<file path="config.mk">
export PLATFORM = sky130hd
export DESIGN_NAME = ccr_regbank
export DESIGN_NICKNAME = d
export VERILOG_FILES = /design/src/core/ccr_pkg.sv /design/src/core/ccr_watchdog.sv /design/src/core/ccr_regbank.sv
export VERILOG_INCLUDE_DIRS = /design/src /design/src/core
export SDC_FILE = /design/constraint.sdc
export NUM_CORES = 1
export LEC_CHECK = 0
export BUFFER_PORTS_ARGS = -buffer_cell sky130_fd_sc_hd__buf_2
export CAP_MARGIN = 20
export CORE_ASPECT_RATIO = 0.9
export CORE_MARGIN = 1
export CORE_UTILIZATION = 50
export DETAILED_ROUTE_END_ITERATION = 7
export GPL_TIMING_DRIVEN = 0
export PLACE_DENSITY_LB_ADDON = 0.15
export SLEW_MARGIN = 20
export SYNTH_ARGS = -nofsm -noshare
export SYNTH_HDL_FRONTEND = slang
export SYNTH_SLANG_ARGS = --single-unit
export TNS_END_PERCENT = 20
</file>
<file path="constraint.sdc">
create_clock -name clk -period 2.85 [get_ports clk]
set_clock_uncertainty 0.1 [all_clocks]
set_input_delay 0.4275 -clock clk [delete_from_list [all_inputs] [get_ports clk]]
set_output_delay 0.4275 -clock clk [all_outputs]
set_load 0.05 [all_outputs]
</file>
<file path="src/core/ccr_cfg.svh">
// offsets, field positions, reset values and timing counts of the charger bank
`ifndef CCR_CFG_SVH
`define CCR_CFG_SVH

// register offsets
`define CCR_ADDR_LIMIT      8'h01
`define CCR_ADDR_VOLT       8'h02
`define CCR_ADDR_CURR       8'h03

// reset values
`define CCR_RST_LIMIT       8'hac
`define CCR_RST_VOLT        8'h8f
`define CCR_RST_CURR        8'h00

// field positions of the limit and control register
`define CCR_BIT_SOFT_RST    7
`define CCR_INLIM_MSB       6
`define CCR_INLIM_LSB       4
`define CCR_BIT_STAT_EN     3
`define CCR_BIT_TERM_EN     2
`define CCR_BIT_CHG_DIS     1
`define CCR_BIT_STANDBY     0

// field positions of the voltage and current registers
`define CCR_VREG_MSB        7
`define CCR_VREG_LSB        2
`define CCR_CHGC_MSB        7
`define CCR_CHGC_LSB        3
`define CCR_TRMC_MSB        2
`define CCR_TRMC_LSB        0

// input limit and charge current codes with special meaning
`define CCR_INLIM_RESISTOR  3'h6
`define CCR_INLIM_UNLIMITED 3'h7
`define CCR_CHGC_RESISTOR   5'h1f

// analog scaling in mV and mA
`define CCR_VREG_OFFSET_MV  3500
`define CCR_VREG_STEP_MV    20
`define CCR_CHGC_OFFSET_MA  500
`define CCR_CHGC_STEP_MA    50
`define CCR_TRMC_OFFSET_MA  50
`define CCR_TRMC_STEP_MA    25

// watchdog timing
`define CCR_CLK_HZ          50000000
`define CCR_DOG_PERIOD_S    50
`define CCR_MS_PER_S        1000
`define CCR_TICK_CYC        (`CCR_CLK_HZ / `CCR_MS_PER_S)
`define CCR_DOG_TICKS       (`CCR_DOG_PERIOD_S * `CCR_MS_PER_S)

`endif

</file>
<file path="src/core/ccr_pkg.sv">
// types shared by the charger control register bank
package ccr_pkg;

  // charge controller status reported into the bank
  typedef struct packed {
    logic charging;
    logic done;
    logic fault;
  } ccr_chg_stat_s;

  // settings handed to the analog control loops
  typedef struct packed {
    logic        host_mode;
    logic [2:0]  in_lim_code;
    logic        input_limit_resistor;
    logic        in_lim_unlimited;
    logic        term_enable;
    logic        term_tenth;
    logic        batfet_off;
    logic        converter_off;
    logic [12:0] vreg_mv;
    logic [11:0] chg_cur_ma;
    logic        charge_current_resistor;
    logic [7:0]  trm_cur_ma;
  } ccr_ctrl_s;

endpackage

</file>
<file path="src/core/ccr_watchdog.sv">
// host watchdog: millisecond divider and expiry counter
`timescale 1ns/1ps
`default_nettype none
`include "ccr_cfg.svh"

module ccr_watchdog #(
  parameter int TICK_CYC = `CCR_TICK_CYC,
  parameter int DOG_TICKS = `CCR_DOG_TICKS
) (
  // clock and reset
  input  wire logic clk,
  input  wire logic rst_n,
  // control
  input  wire logic kick,
  // status
  output logic      expired
);

  logic [31:0] div_q;
  logic [31:0] cnt_q;
  logic        armed_q;
  wire         tick_w = (div_q == 32'(TICK_CYC - 1));
  wire         last_w = tick_w && (cnt_q == 32'(DOG_TICKS - 1));

  // divider gives a one-cycle enable each millisecond
  always_ff @(posedge clk or negedge rst_n)
  begin
    if (!rst_n)
      div_q <= 32'h0;
    else if (kick || tick_w)
      div_q <= 32'h0;
    else
      div_q <= div_q + 32'h1;
  end

  // timer stays idle until the first write, stops after expiry
  always_ff @(posedge clk or negedge rst_n)
  begin
    if (!rst_n)
    begin
      cnt_q   <= 32'h0;
      armed_q <= 1'b0;
    end
    else if (kick)
    begin
      cnt_q   <= 32'h0;
      armed_q <= 1'b1;
    end
    else if (armed_q && last_w)
      armed_q <= 1'b0;
    else if (armed_q && tick_w)
      cnt_q <= cnt_q + 32'h1;
  end

  assign expired = armed_q && last_w && !kick;

endmodule
`default_nettype wire

</file>
<file path="src/core/ccr_regbank.sv">
// charger control register bank with mode selection and derived settings
`timescale 1ns/1ps
`default_nettype none
`include "ccr_cfg.svh"

// What this block does
// - writing one to the top control bit restores all defaults; write-only.
// - three-bit input limit code, 110 external resistor, 111 unlimited clamp.
// - host mode uses register limit; standalone mode uses the resistor.
// - status enable one drives the pin; zero leaves open drain released.
// - termination bit zero disables termination and hides its indication.
// - charge-disable bit one switches the battery FET off unless the standby bit is also one.
// - standby bit one stops the converter, battery FET stays on.
// - six-bit voltage code, 20 mV steps over 3.5 V offset.
// - low voltage bits read port detection or mode pin levels.
// - five-bit charge code, 50 mA steps over 500 mA offset.
// - all-ones charge code selects resistor-set charge current.
// - three-bit termination code, 25 mA steps over 50 mA offset.
// - in resistor charge mode termination is a tenth of charge current.
// - any bus write restarts the watchdog; expiry reloads defaults.
module ccr_regbank
  import ccr_pkg::*;
#(
  parameter bit PIN_STRAP = 1'b0,
  parameter int TICK_CYC  = `CCR_TICK_CYC,
  parameter int DOG_TICKS = `CCR_DOG_TICKS
) (
  // clock and reset
  input  wire logic          clk,
  input  wire logic          rst_n,
  // register access from the serial front end
  input  wire logic          wr_en,
  input  wire logic          rd_en,
  input  wire logic [7:0]    addr,
  input  wire logic [7:0]    wdata,
  output logic [7:0]         rdata,
  // detection and strap inputs
  input  wire logic [1:0]    port_detect_result,
  input  wire logic          mode_pin_high,
  input  wire logic          mode_pin_low,
  // charge controller status and pin request
  input  var  ccr_chg_stat_s chg_stat,
  input  wire logic          stat_req,
  // status pin, open drain
  input  wire logic          stat_pin_i,
  output logic               stat_pin_o,
  output logic               stat_pin_oe,
  // settings and indications
  output ccr_ctrl_s          ctrl,
  output logic               term_done_ind
);

  logic [7:0] regs_q [1:3];
  logic [7:0] rdata_q;
  logic       host_mode_q;
  ccr_ctrl_s  ctrl_q;
  logic       dog_expired;

  // access decode
  wire        wr_limit_w = wr_en && (addr == `CCR_ADDR_LIMIT);
  wire        soft_rst_w = wr_limit_w && wdata[`CCR_BIT_SOFT_RST];
  wire        reload_w   = soft_rst_w || (dog_expired && !wr_en);

  // restart on every bus write, mapped or not
  // watchdog restart
  ccr_watchdog #(
    .TICK_CYC (TICK_CYC),
    .DOG_TICKS (DOG_TICKS)
  ) u_dog (
    .clk     (clk),
    .rst_n   (rst_n),
    .kick    (wr_en),
    .expired (dog_expired)
  );

  // register storage; a soft reset write ignores its other bits
  genvar gi;
  generate
    for (gi = 1; gi <= 3; gi++)
    begin : g_reg
      // constant default keeps the async reset branch free of logic
      localparam logic [7:0] RST_V = (gi == 1) ? `CCR_RST_LIMIT :
                                     (gi == 2) ? `CCR_RST_VOLT  :
                                                 `CCR_RST_CURR;
      wire hit_w = wr_en && (addr == 8'(gi)) && !soft_rst_w;
      always_ff @(posedge clk or negedge rst_n)
      begin
        if (!rst_n)
          regs_q[gi] <= RST_V;
        else if (reload_w)
          regs_q[gi] <= RST_V;
        else if (hit_w)
          regs_q[gi] <= wdata;
      end
    end
  endgenerate

  // host mode: a write wins over an expiry in the same cycle
  // mode selection
  always_ff @(posedge clk or negedge rst_n)
  begin
    if (!rst_n)
      host_mode_q <= 1'b0;
    else if (wr_en)
      host_mode_q <= 1'b1;
    else if (dog_expired)
      host_mode_q <= 1'b0;
  end

  // field extraction
  wire [2:0] in_lim_w  = regs_q[1][`CCR_INLIM_MSB:`CCR_INLIM_LSB];
  wire       stat_en   = regs_q[1][`CCR_BIT_STAT_EN];
  wire       term_en   = regs_q[1][`CCR_BIT_TERM_EN];
  wire       chg_dis   = regs_q[1][`CCR_BIT_CHG_DIS];
  wire       standby   = regs_q[1][`CCR_BIT_STANDBY];
  wire [5:0] vreg_w    = regs_q[2][`CCR_VREG_MSB:`CCR_VREG_LSB];
  wire [4:0] chg_cur_w = regs_q[3][`CCR_CHGC_MSB:`CCR_CHGC_LSB];
  wire [2:0] trm_cur_w = regs_q[3][`CCR_TRMC_MSB:`CCR_TRMC_LSB];

  wire [1:0] det_w = PIN_STRAP ? {mode_pin_high, mode_pin_low}
                               : port_detect_result;

  // read mux; soft reset bit always reads zero, unmapped reads zero
  // write-only bit
  wire [7:0] rd_mux_w =
    (addr == `CCR_ADDR_LIMIT) ? {1'b0, regs_q[1][6:0]} :
    (addr == `CCR_ADDR_VOLT)  ? {regs_q[2][7:2], det_w} :
    (addr == `CCR_ADDR_CURR)  ? regs_q[3] : 8'h00;

  always_ff @(posedge clk or negedge rst_n)
  begin
    if (!rst_n)
      rdata_q <= 8'h00;
    else if (rd_en)
      rdata_q <= rd_mux_w;
  end
  assign rdata = rdata_q;

  // derived settings
  // input limit decode
  wire       in_lim_res_w = !host_mode_q
                         || (in_lim_w == `CCR_INLIM_RESISTOR);
  wire       in_lim_unl_w = host_mode_q
                         && (in_lim_w == `CCR_INLIM_UNLIMITED);
  wire       chg_res_w = (chg_cur_w == `CCR_CHGC_RESISTOR);
  wire [12:0] vreg_mv_w = 13'(`CCR_VREG_OFFSET_MV)
                        + 13'(vreg_w) * 13'(`CCR_VREG_STEP_MV);
  wire [11:0] chg_ma_w = 12'(`CCR_CHGC_OFFSET_MA)
                       + 12'(chg_cur_w) * 12'(`CCR_CHGC_STEP_MA);
  wire [7:0] trm_ma_w = 8'(`CCR_TRMC_OFFSET_MA)
                      + 8'(trm_cur_w) * 8'(`CCR_TRMC_STEP_MA);

  // settings are registered so the loops never see a decode glitch
  always_ff @(posedge clk or negedge rst_n)
  begin
    if (!rst_n)
      ctrl_q <= '0;
    else
    begin
      ctrl_q.host_mode      <= host_mode_q;
      ctrl_q.in_lim_code    <= in_lim_w;
      ctrl_q.input_limit_resistor <= in_lim_res_w;
      ctrl_q.in_lim_unlimited <= in_lim_unl_w;
      ctrl_q.term_enable    <= term_en;
      ctrl_q.term_tenth     <= chg_res_w;
      // battery FET off, standby keeps it on
      ctrl_q.batfet_off     <= chg_dis && !standby;
      ctrl_q.converter_off  <= standby;
      ctrl_q.vreg_mv        <= vreg_mv_w;
      ctrl_q.chg_cur_ma     <= chg_ma_w;
      ctrl_q.charge_current_resistor <= chg_res_w;
      ctrl_q.trm_cur_ma     <= trm_ma_w;
    end
  end
  assign ctrl = ctrl_q;

  assign term_done_ind = chg_stat.done && term_en;

  // open drain: pin only pulled low, never driven high
  // status pin gate
  assign stat_pin_o  = 1'b0;
  assign stat_pin_oe = stat_en && stat_req;
endmodule
`default_nettype wire

</file>
# After elaboration in Yosys (flattened, before gate mapping)

Cells that the tools add are included.

$add $sub $neg: 5
Multiply operators: 3
Equality and inequality tests: 9
Muxes and demuxes: 17
Reductions and logical operators: 30

Operators with widths:

| operator                                                            | number |
|---|---|
| 32-bit two-way mux                                                  | 4 |
| 32-bit by 1-bit adder with 32-bit output, second input constant     | 2 |
| 32-bit by 16-bit == test with 1-bit output, second input constant   | 2 |
| 8-bit two-way mux                                                   | 7 |
| 8-bit by 2-bit == test with 1-bit output, second input constant     | 2 |
| 1-bit logical AND                                                   | 16 |
| 7-bit two-way mux                                                   | 2 |
| 12-bit by 11-bit adder with 13-bit output, first input constant     | 1 |
| 9-bit by 11-bit adder with 12-bit output, first input constant      | 1 |
| 2-bit nonzero test                                                  | 6 |
| 5-bit by 5-bit multiplier with 10-bit output, second input constant | 1 |
| 6-bit by 3-bit multiplier with 9-bit output, second input constant  | 1 |
| 6-bit by 8-bit adder with 8-bit output, first input constant        | 1 |
| 8-bit by 1-bit == test with 1-bit output, second input constant     | 1 |
| 3-bit by 5-bit multiplier with 8-bit output, second input constant  | 1 |
| 3-bit == test, second input constant                                | 2 |
| 5-bit == test, second input constant                                | 1 |
| 1-bit zero test                                                     | 4 |
| 1-bit two-way mux                                                   | 4 |
| 1-bit logical OR                                                    | 3 |
| 2-bit != test, second input constant                                | 1 |
| 2-bit AND reduction                                                 | 1 |

Flip-flop bits (word level): 140
Output and inout port bits: 55
Word-level logic and storage cells: 83

# Depth between registers and ports, before layout

Word-level depth: 7
Depth in mapped cells: 10
Depth with buffers taken out: 10

# Cells and area by module

A second synthesis with hierarchy kept.

Cell total of the unflattened synthesis: 714
Area total of the unflattened synthesis: 7180.6 um^2

By module, submodules not included:

| module       | instances | cells each | area an instance (um^2) |
|---|---|---|---|
| ccr_watchdog | 1         | 397        | 3632.2 |
| ccr_regbank  | 1         | 317        | 3548.4 |

# Least setup slack after synthesis

Ideal clock, no wire load.

Path type: register -> register
From: reg u_dog.cnt_q[26]
To: reg regs_q (netlist bit chg_cur_w[0])
Setup time: 0.121 ns
Arrival: 2.530 ns
Path slack: 0.099 ns
Cell stages (with the launch flop): 7
Path buffers: 1
Path through: dfrtp_1 or4_1 or4_4 or4_4 o31ai_2 buf_2 nor2_1

Word-level cells in the longest chain between the ends: 7

RTL lines:

| element                                                 | RTL line           | RTL |
|---|---|---|
| start, declared                                         | ccr_watchdog.sv:20 | `logic [31:0] cnt_q;` |
| start signal, assigned                                  | ccr_watchdog.sv:52 | `cnt_q <= cnt_q + 32'h1;` |
| 32-bit by 16-bit == test with 1-bit output *            | ccr_watchdog.sv:23 | `wire last_w = tick_w && (cnt_q == 32'(DOG_TICKS - 1));` |
| 1-bit logical AND *                                     | ccr_watchdog.sv:23 |  |
| 1-bit logical AND * (2 in a row)                        | ccr_watchdog.sv:55 | `assign expired = armed_q && last_w && !kick;` |
| 1-bit logical AND *                                     | ccr_regbank.sv:62  | `wire reload_w = soft_rst_w \|\| (dog_expired && !wr_en);` |
| 1-bit logical OR *                                      | ccr_regbank.sv:62  |  |
| 8-bit two-way mux or 2-bit nonzero test (tied branches) | n/a                |  |
| end signal, assigned by index                           | ccr_regbank.sv:93  | `regs_q[gi] <= wdata;` |
| end, declared                                           | ccr_regbank.sv:53  | `logic [7:0] regs_q [1:3];` |

Mark *: on every way between the ends. The rest lies on a longest branch, timed or not.
A chain may end at the register's enable or synchronous reset.

# Final worst setup path

From: reg u_dog.div_q[22]
To: reg u_dog.cnt_q[31]

Word-level cells in the longest chain between the ends: 5

RTL lines:

| element                                      | RTL line           | RTL |
|---|---|---|
| start, declared                              | ccr_watchdog.sv:19 | `logic [31:0] div_q;` |
| start signal, assigned                       | ccr_watchdog.sv:33 | `div_q <= div_q + 32'h1;` |
| 32-bit by 16-bit == test with 1-bit output * | ccr_watchdog.sv:22 | `wire tick_w = (div_q == 32'(TICK_CYC - 1));` |
| 1-bit logical AND                            | ccr_watchdog.sv:23 |  |
| 1-bit logical AND                            | ccr_watchdog.sv:49 | `else if (armed_q && last_w)` |
| 2-bit != test (no source line)               | n/a                |  |
| 2-bit AND reduction (no source line) *       | n/a                |  |

Marked as above.

==> impl_metrics.env <==
export IMPL_vias=5503
export IMPL_ys_flop_type="dfrtp_1"
export IMPL_rsz0062_at_grt="true"
export IMPL_die_h_um=113.6
export IMPL_core_rowCount=40
export IMPL_start_util_pct=51.55
export IMPL_status="finished, final reports clean"
export IMPL_grt_pass1_vias=5360
export IMPL_fmax_ghz=0.3609
export IMPL_via_per_inst=5.732
export IMPL_synthToLayoutAreaGrowth_pct=18.51
export IMPL_cts_sinks=134
export IMPL_syn_area_um2=6914
export IMPL_cts_tree="yes"
export IMPL_htreeDepth=4
export IMPL_pre_cts_ws_ns=-0.2406
export IMPL_cp_endpoint="u_dog.cnt_q[31]"
export IMPL_ctsLongestPathBuffers=2
export IMPL_max_stage_delay_ns=0.54
export IMPL_stdcell_area_um2=8194
export IMPL_period_share_pct=97.23
export IMPL_netlist_top_cells_area="dfrtp_1 (46%), ha_1 (6.3%), xnor2_1 (3.5%)"
export IMPL_r2r_start="u_dog.div_q[22]"
export IMPL_synth_async_reset_ratio_pct=100.0
export IMPL_hold_viol=0
export IMPL_postLayoutSetupSlackWorst_ns=0.07883
export IMPL_antenna_found_initial=0
export IMPL_synth_edf_count=0
export IMPL_synth_warnings=0
export IMPL_crit_fanout=10
export IMPL_worst_path_buf_inv=1
export IMPL_cp_num_cells=6
export IMPL_gr_total_overflow=0
export IMPL_postPlaceCellArea_um2=7533
export IMPL_dieArea_um2=14300
export IMPL_clk_pin_slew_worst_paths_ns=0.06
export IMPL_grt_first_pass_wirelength_um=25650
export IMPL_worstReg2RegEnd="u_dog.cnt_q[31]"
export IMPL_slew_limit_headroom_pct=55.70
export IMPL_whs_path_depth=3
export IMPL_slew_viol_final=0
export IMPL_power_density_nw_per_um2=606.7
export IMPL_start_kind="flop"
export IMPL_drt_pass1_iterations=5
export IMPL_r2r_slack_ns=0.08
export IMPL_timing_hold_ws_ns=0.1903
export IMPL_drive_above_1_share_pct=18.81
export IMPL_irDropWorstVdd_v=0.0003817
export IMPL_ys_seq_area_share_pct=48.61
export IMPL_synthesis_instances=682
export IMPL_diodes=0
export IMPL_crit_required_ns=3.05
export IMPL_r2r_cells=6
export IMPL_grt_max_degree=103
export IMPL_post_dp_hpwl_um=10780
export IMPL_min_path_type="input port to flop"
export IMPL_io_buffers=72
export IMPL_root_buffer="clkbuf_16"
export IMPL_drtIter0Drc=470
export IMPL_cap_violations=0
export IMPL_arrival_ns=2.97
export IMPL_synth_cell_types=54
export IMPL_end_kind="flop"
export IMPL_p_leak_nw=3.749
export IMPL_place_gp_congestion=0.8527
export IMPL_yosysTopAreaCell="dfrtp_1"
export IMPL_wl_um=15200
export IMPL_cp_top_family="simple AND/OR/NAND/NOR gates"
export IMPL_io_pins=84
export IMPL_wl_per_cell_um=15.83
export IMPL_period_minus_slack_ns=2.771
export IMPL_numCtsBuffers=17
export IMPL_dp_cells=926
export IMPL_ant_nets=0
export IMPL_core_area_um2=13410
export IMPL_crit_chain="or4_1 > nor2_1 > nand4_1 > clkbuf_1 > nor4_1 > mux2_2"
export IMPL_critPathLaunch="u_dog.div_q[22]"
export IMPL_synth_seq_cells=134
export IMPL_die_w_um=126.0
export IMPL_worst_pin_slew_ns=0.6609
export IMPL_grt_usage_pct=22.53
export IMPL_drcViolationCount=0
export IMPL_setup_viol=0
export IMPL_crit_type="flop to flop"
export IMPL_synth_avg_cell_area_um2=10.14
export IMPL_slowest_stage="or4_1"
export IMPL_layout_nets=845
export IMPL_finalNonFillerCells=960
export IMPL_synth_top_cell_area_share_pct=46.33
export IMPL_total_power_mw=4.971
export IMPL_clk_latency_ns=0.42
## synth_stat cells, drive strengths merged, types with 6 or more instances
cell type / instances
nand3: 30
a21oi: 42
ha: 35
o21ai: 21
inv: 33
buf: 10
dfrtp: 128
nor3: 12
or4: 27
mux2: 11
a22oi: 8
or3: 13
nor2: 62
nor2b: 10
dfstp: 6
nand4: 19
mux2i: 13
xor2: 22
xnor2: 28
clkbuf: 20
nor4: 13
o31ai: 22
nand2: 37
o22ai: 7
and3: 7
## worst min path at each step
stage / start / to / slack [ns]
2_1_floorplan: rst_n / chg_cur_w[0] / 0.03
3_3_place_gp: regs_q[18] / ctrl[37] / 0.32
3_5_place_dp: rst_n / ctrl[5] / 0.20
4_1_cts: wdata[4] / regs_q[12] / 0.17
5_1_grt: wdata[4] / regs_q[12] / 0.20
6_report: wdata[1] / regs_q[1] / 0.19
## logic make-up (layout without fill, tap and decap cells)
logic type / count (synthesis) / count (layout) / synth area share (%)
and+or+nand+nor: 260 / 260 / 20.68
DFF: 134 / 134 / 48.61
AOI/OAI and AO/OA: 113 / 113 / 9.935
buffers and inverters: 63 / 170 / 3.800
xor gates and xnor gates: 50 / 50 / 6.334
adders and majority gates: 37 / 37 / 6.913
muxes: 24 / 24 / 3.673
other: 1 / 4 / 0.05424
## layout make-up
class | instances | area, um^2
well taps | 168 | 210.2
clock buffers | 18 | 439.2
repair buffers | 75 | 415.4
clock inverters | 14 | 152.6
fillers | 1135 | 5219
flip-flops and latches | 134 | 3363
plain buffers | 30 | 143.9
multi-input cells | 488 | 3346
inverters | 33 | 123.9
## layer usage
metal / share of wire [%] / track usage (%) / wire [um] / vias to the layer above
met2: 47 / 36.50 / 7069 / 143
li1: - / - / - / 2644
met5: 0 / 0 / 0 / -
met4: 1.3 / 6.827 / 196 / 0
met3: 5.2 / 5.582 / 789 / 18
met1: 47 / 30.03 / 7145 / 2698
## per-stage QoR
stage          util (%)  TNS [ns]
2_1_floorplan         -         0
3_3_place_gp      55.89    -63.83
3_5_place_dp      56.17    -5.211
4_1_cts           60.82         0
5_1_grt           61.09  -0.08646
6_report          61.09         0
## power breakdown
group | switching, mW | leakage (nW) | internal, mW
clock | 0.840 | 0.279 | 1.32
combinational | 0.552 | 1.71 | 0.204
sequential | 0.0464 | 1.76 | 2.01
total | 1.44 | 3.75 | 3.53
## worst reg2reg max path, stage by stage, from the launching register on
cell      delay, ns
dfrtp_1        0.41
or4_1          0.54
nor2_1         0.19
nand4_1        0.27
clkbuf_1       0.34
nor4_1         0.43
mux2_2         0.38
## sequential cells by signal, indices dropped and copies added (netlist names)
| signal | cells |
|---|---|
| chg_cur_w | 5 |
| chg_dis | 1 |
| ctrl | 40 |
| host_mode_q | 1 |
| in_lim_w | 3 |
| rdata | 8 |
| regs_q | 12 |
| u_dog.cnt_q | 32 |
| u_dog.div_q | 32 |
## placed cells by master, fill, tap and decap left out, types with 5 or more instances in the layout
cell       count
nand2_1       37
nand4_1       19
nand3_1       30
or4_1         24
mux2_2        11
xor2_1        21
nor4_1        12
and4_1         5
buf_4          9
ha_1          35
nand3b_1       5
o21ai_0       21
nor3_1         9
and3_1         7
dfrtp_1      126
a21oi_1       42
or3_1         13
nor2b_1       10
inv_1         33
buf_2         72
nor2_1        62
clkbuf_1      20
clkbuf_16     17
a22oi_1        8
mux2i_1       13
xnor2_1       28
o31ai_1       21
nand2b_1       5
dfstp_2        6
o22ai_1        7
## repair_timing
action,4_1_cts,5_1_grt
setup buffers,1,0
hold buffers,1,0
pin swaps,3,1
endpoints found under the hold margin,30,0
resized for setup,5,7
setup endpoints to repair,35,26
No activity file was read; power rests on OpenSTA's default activity.
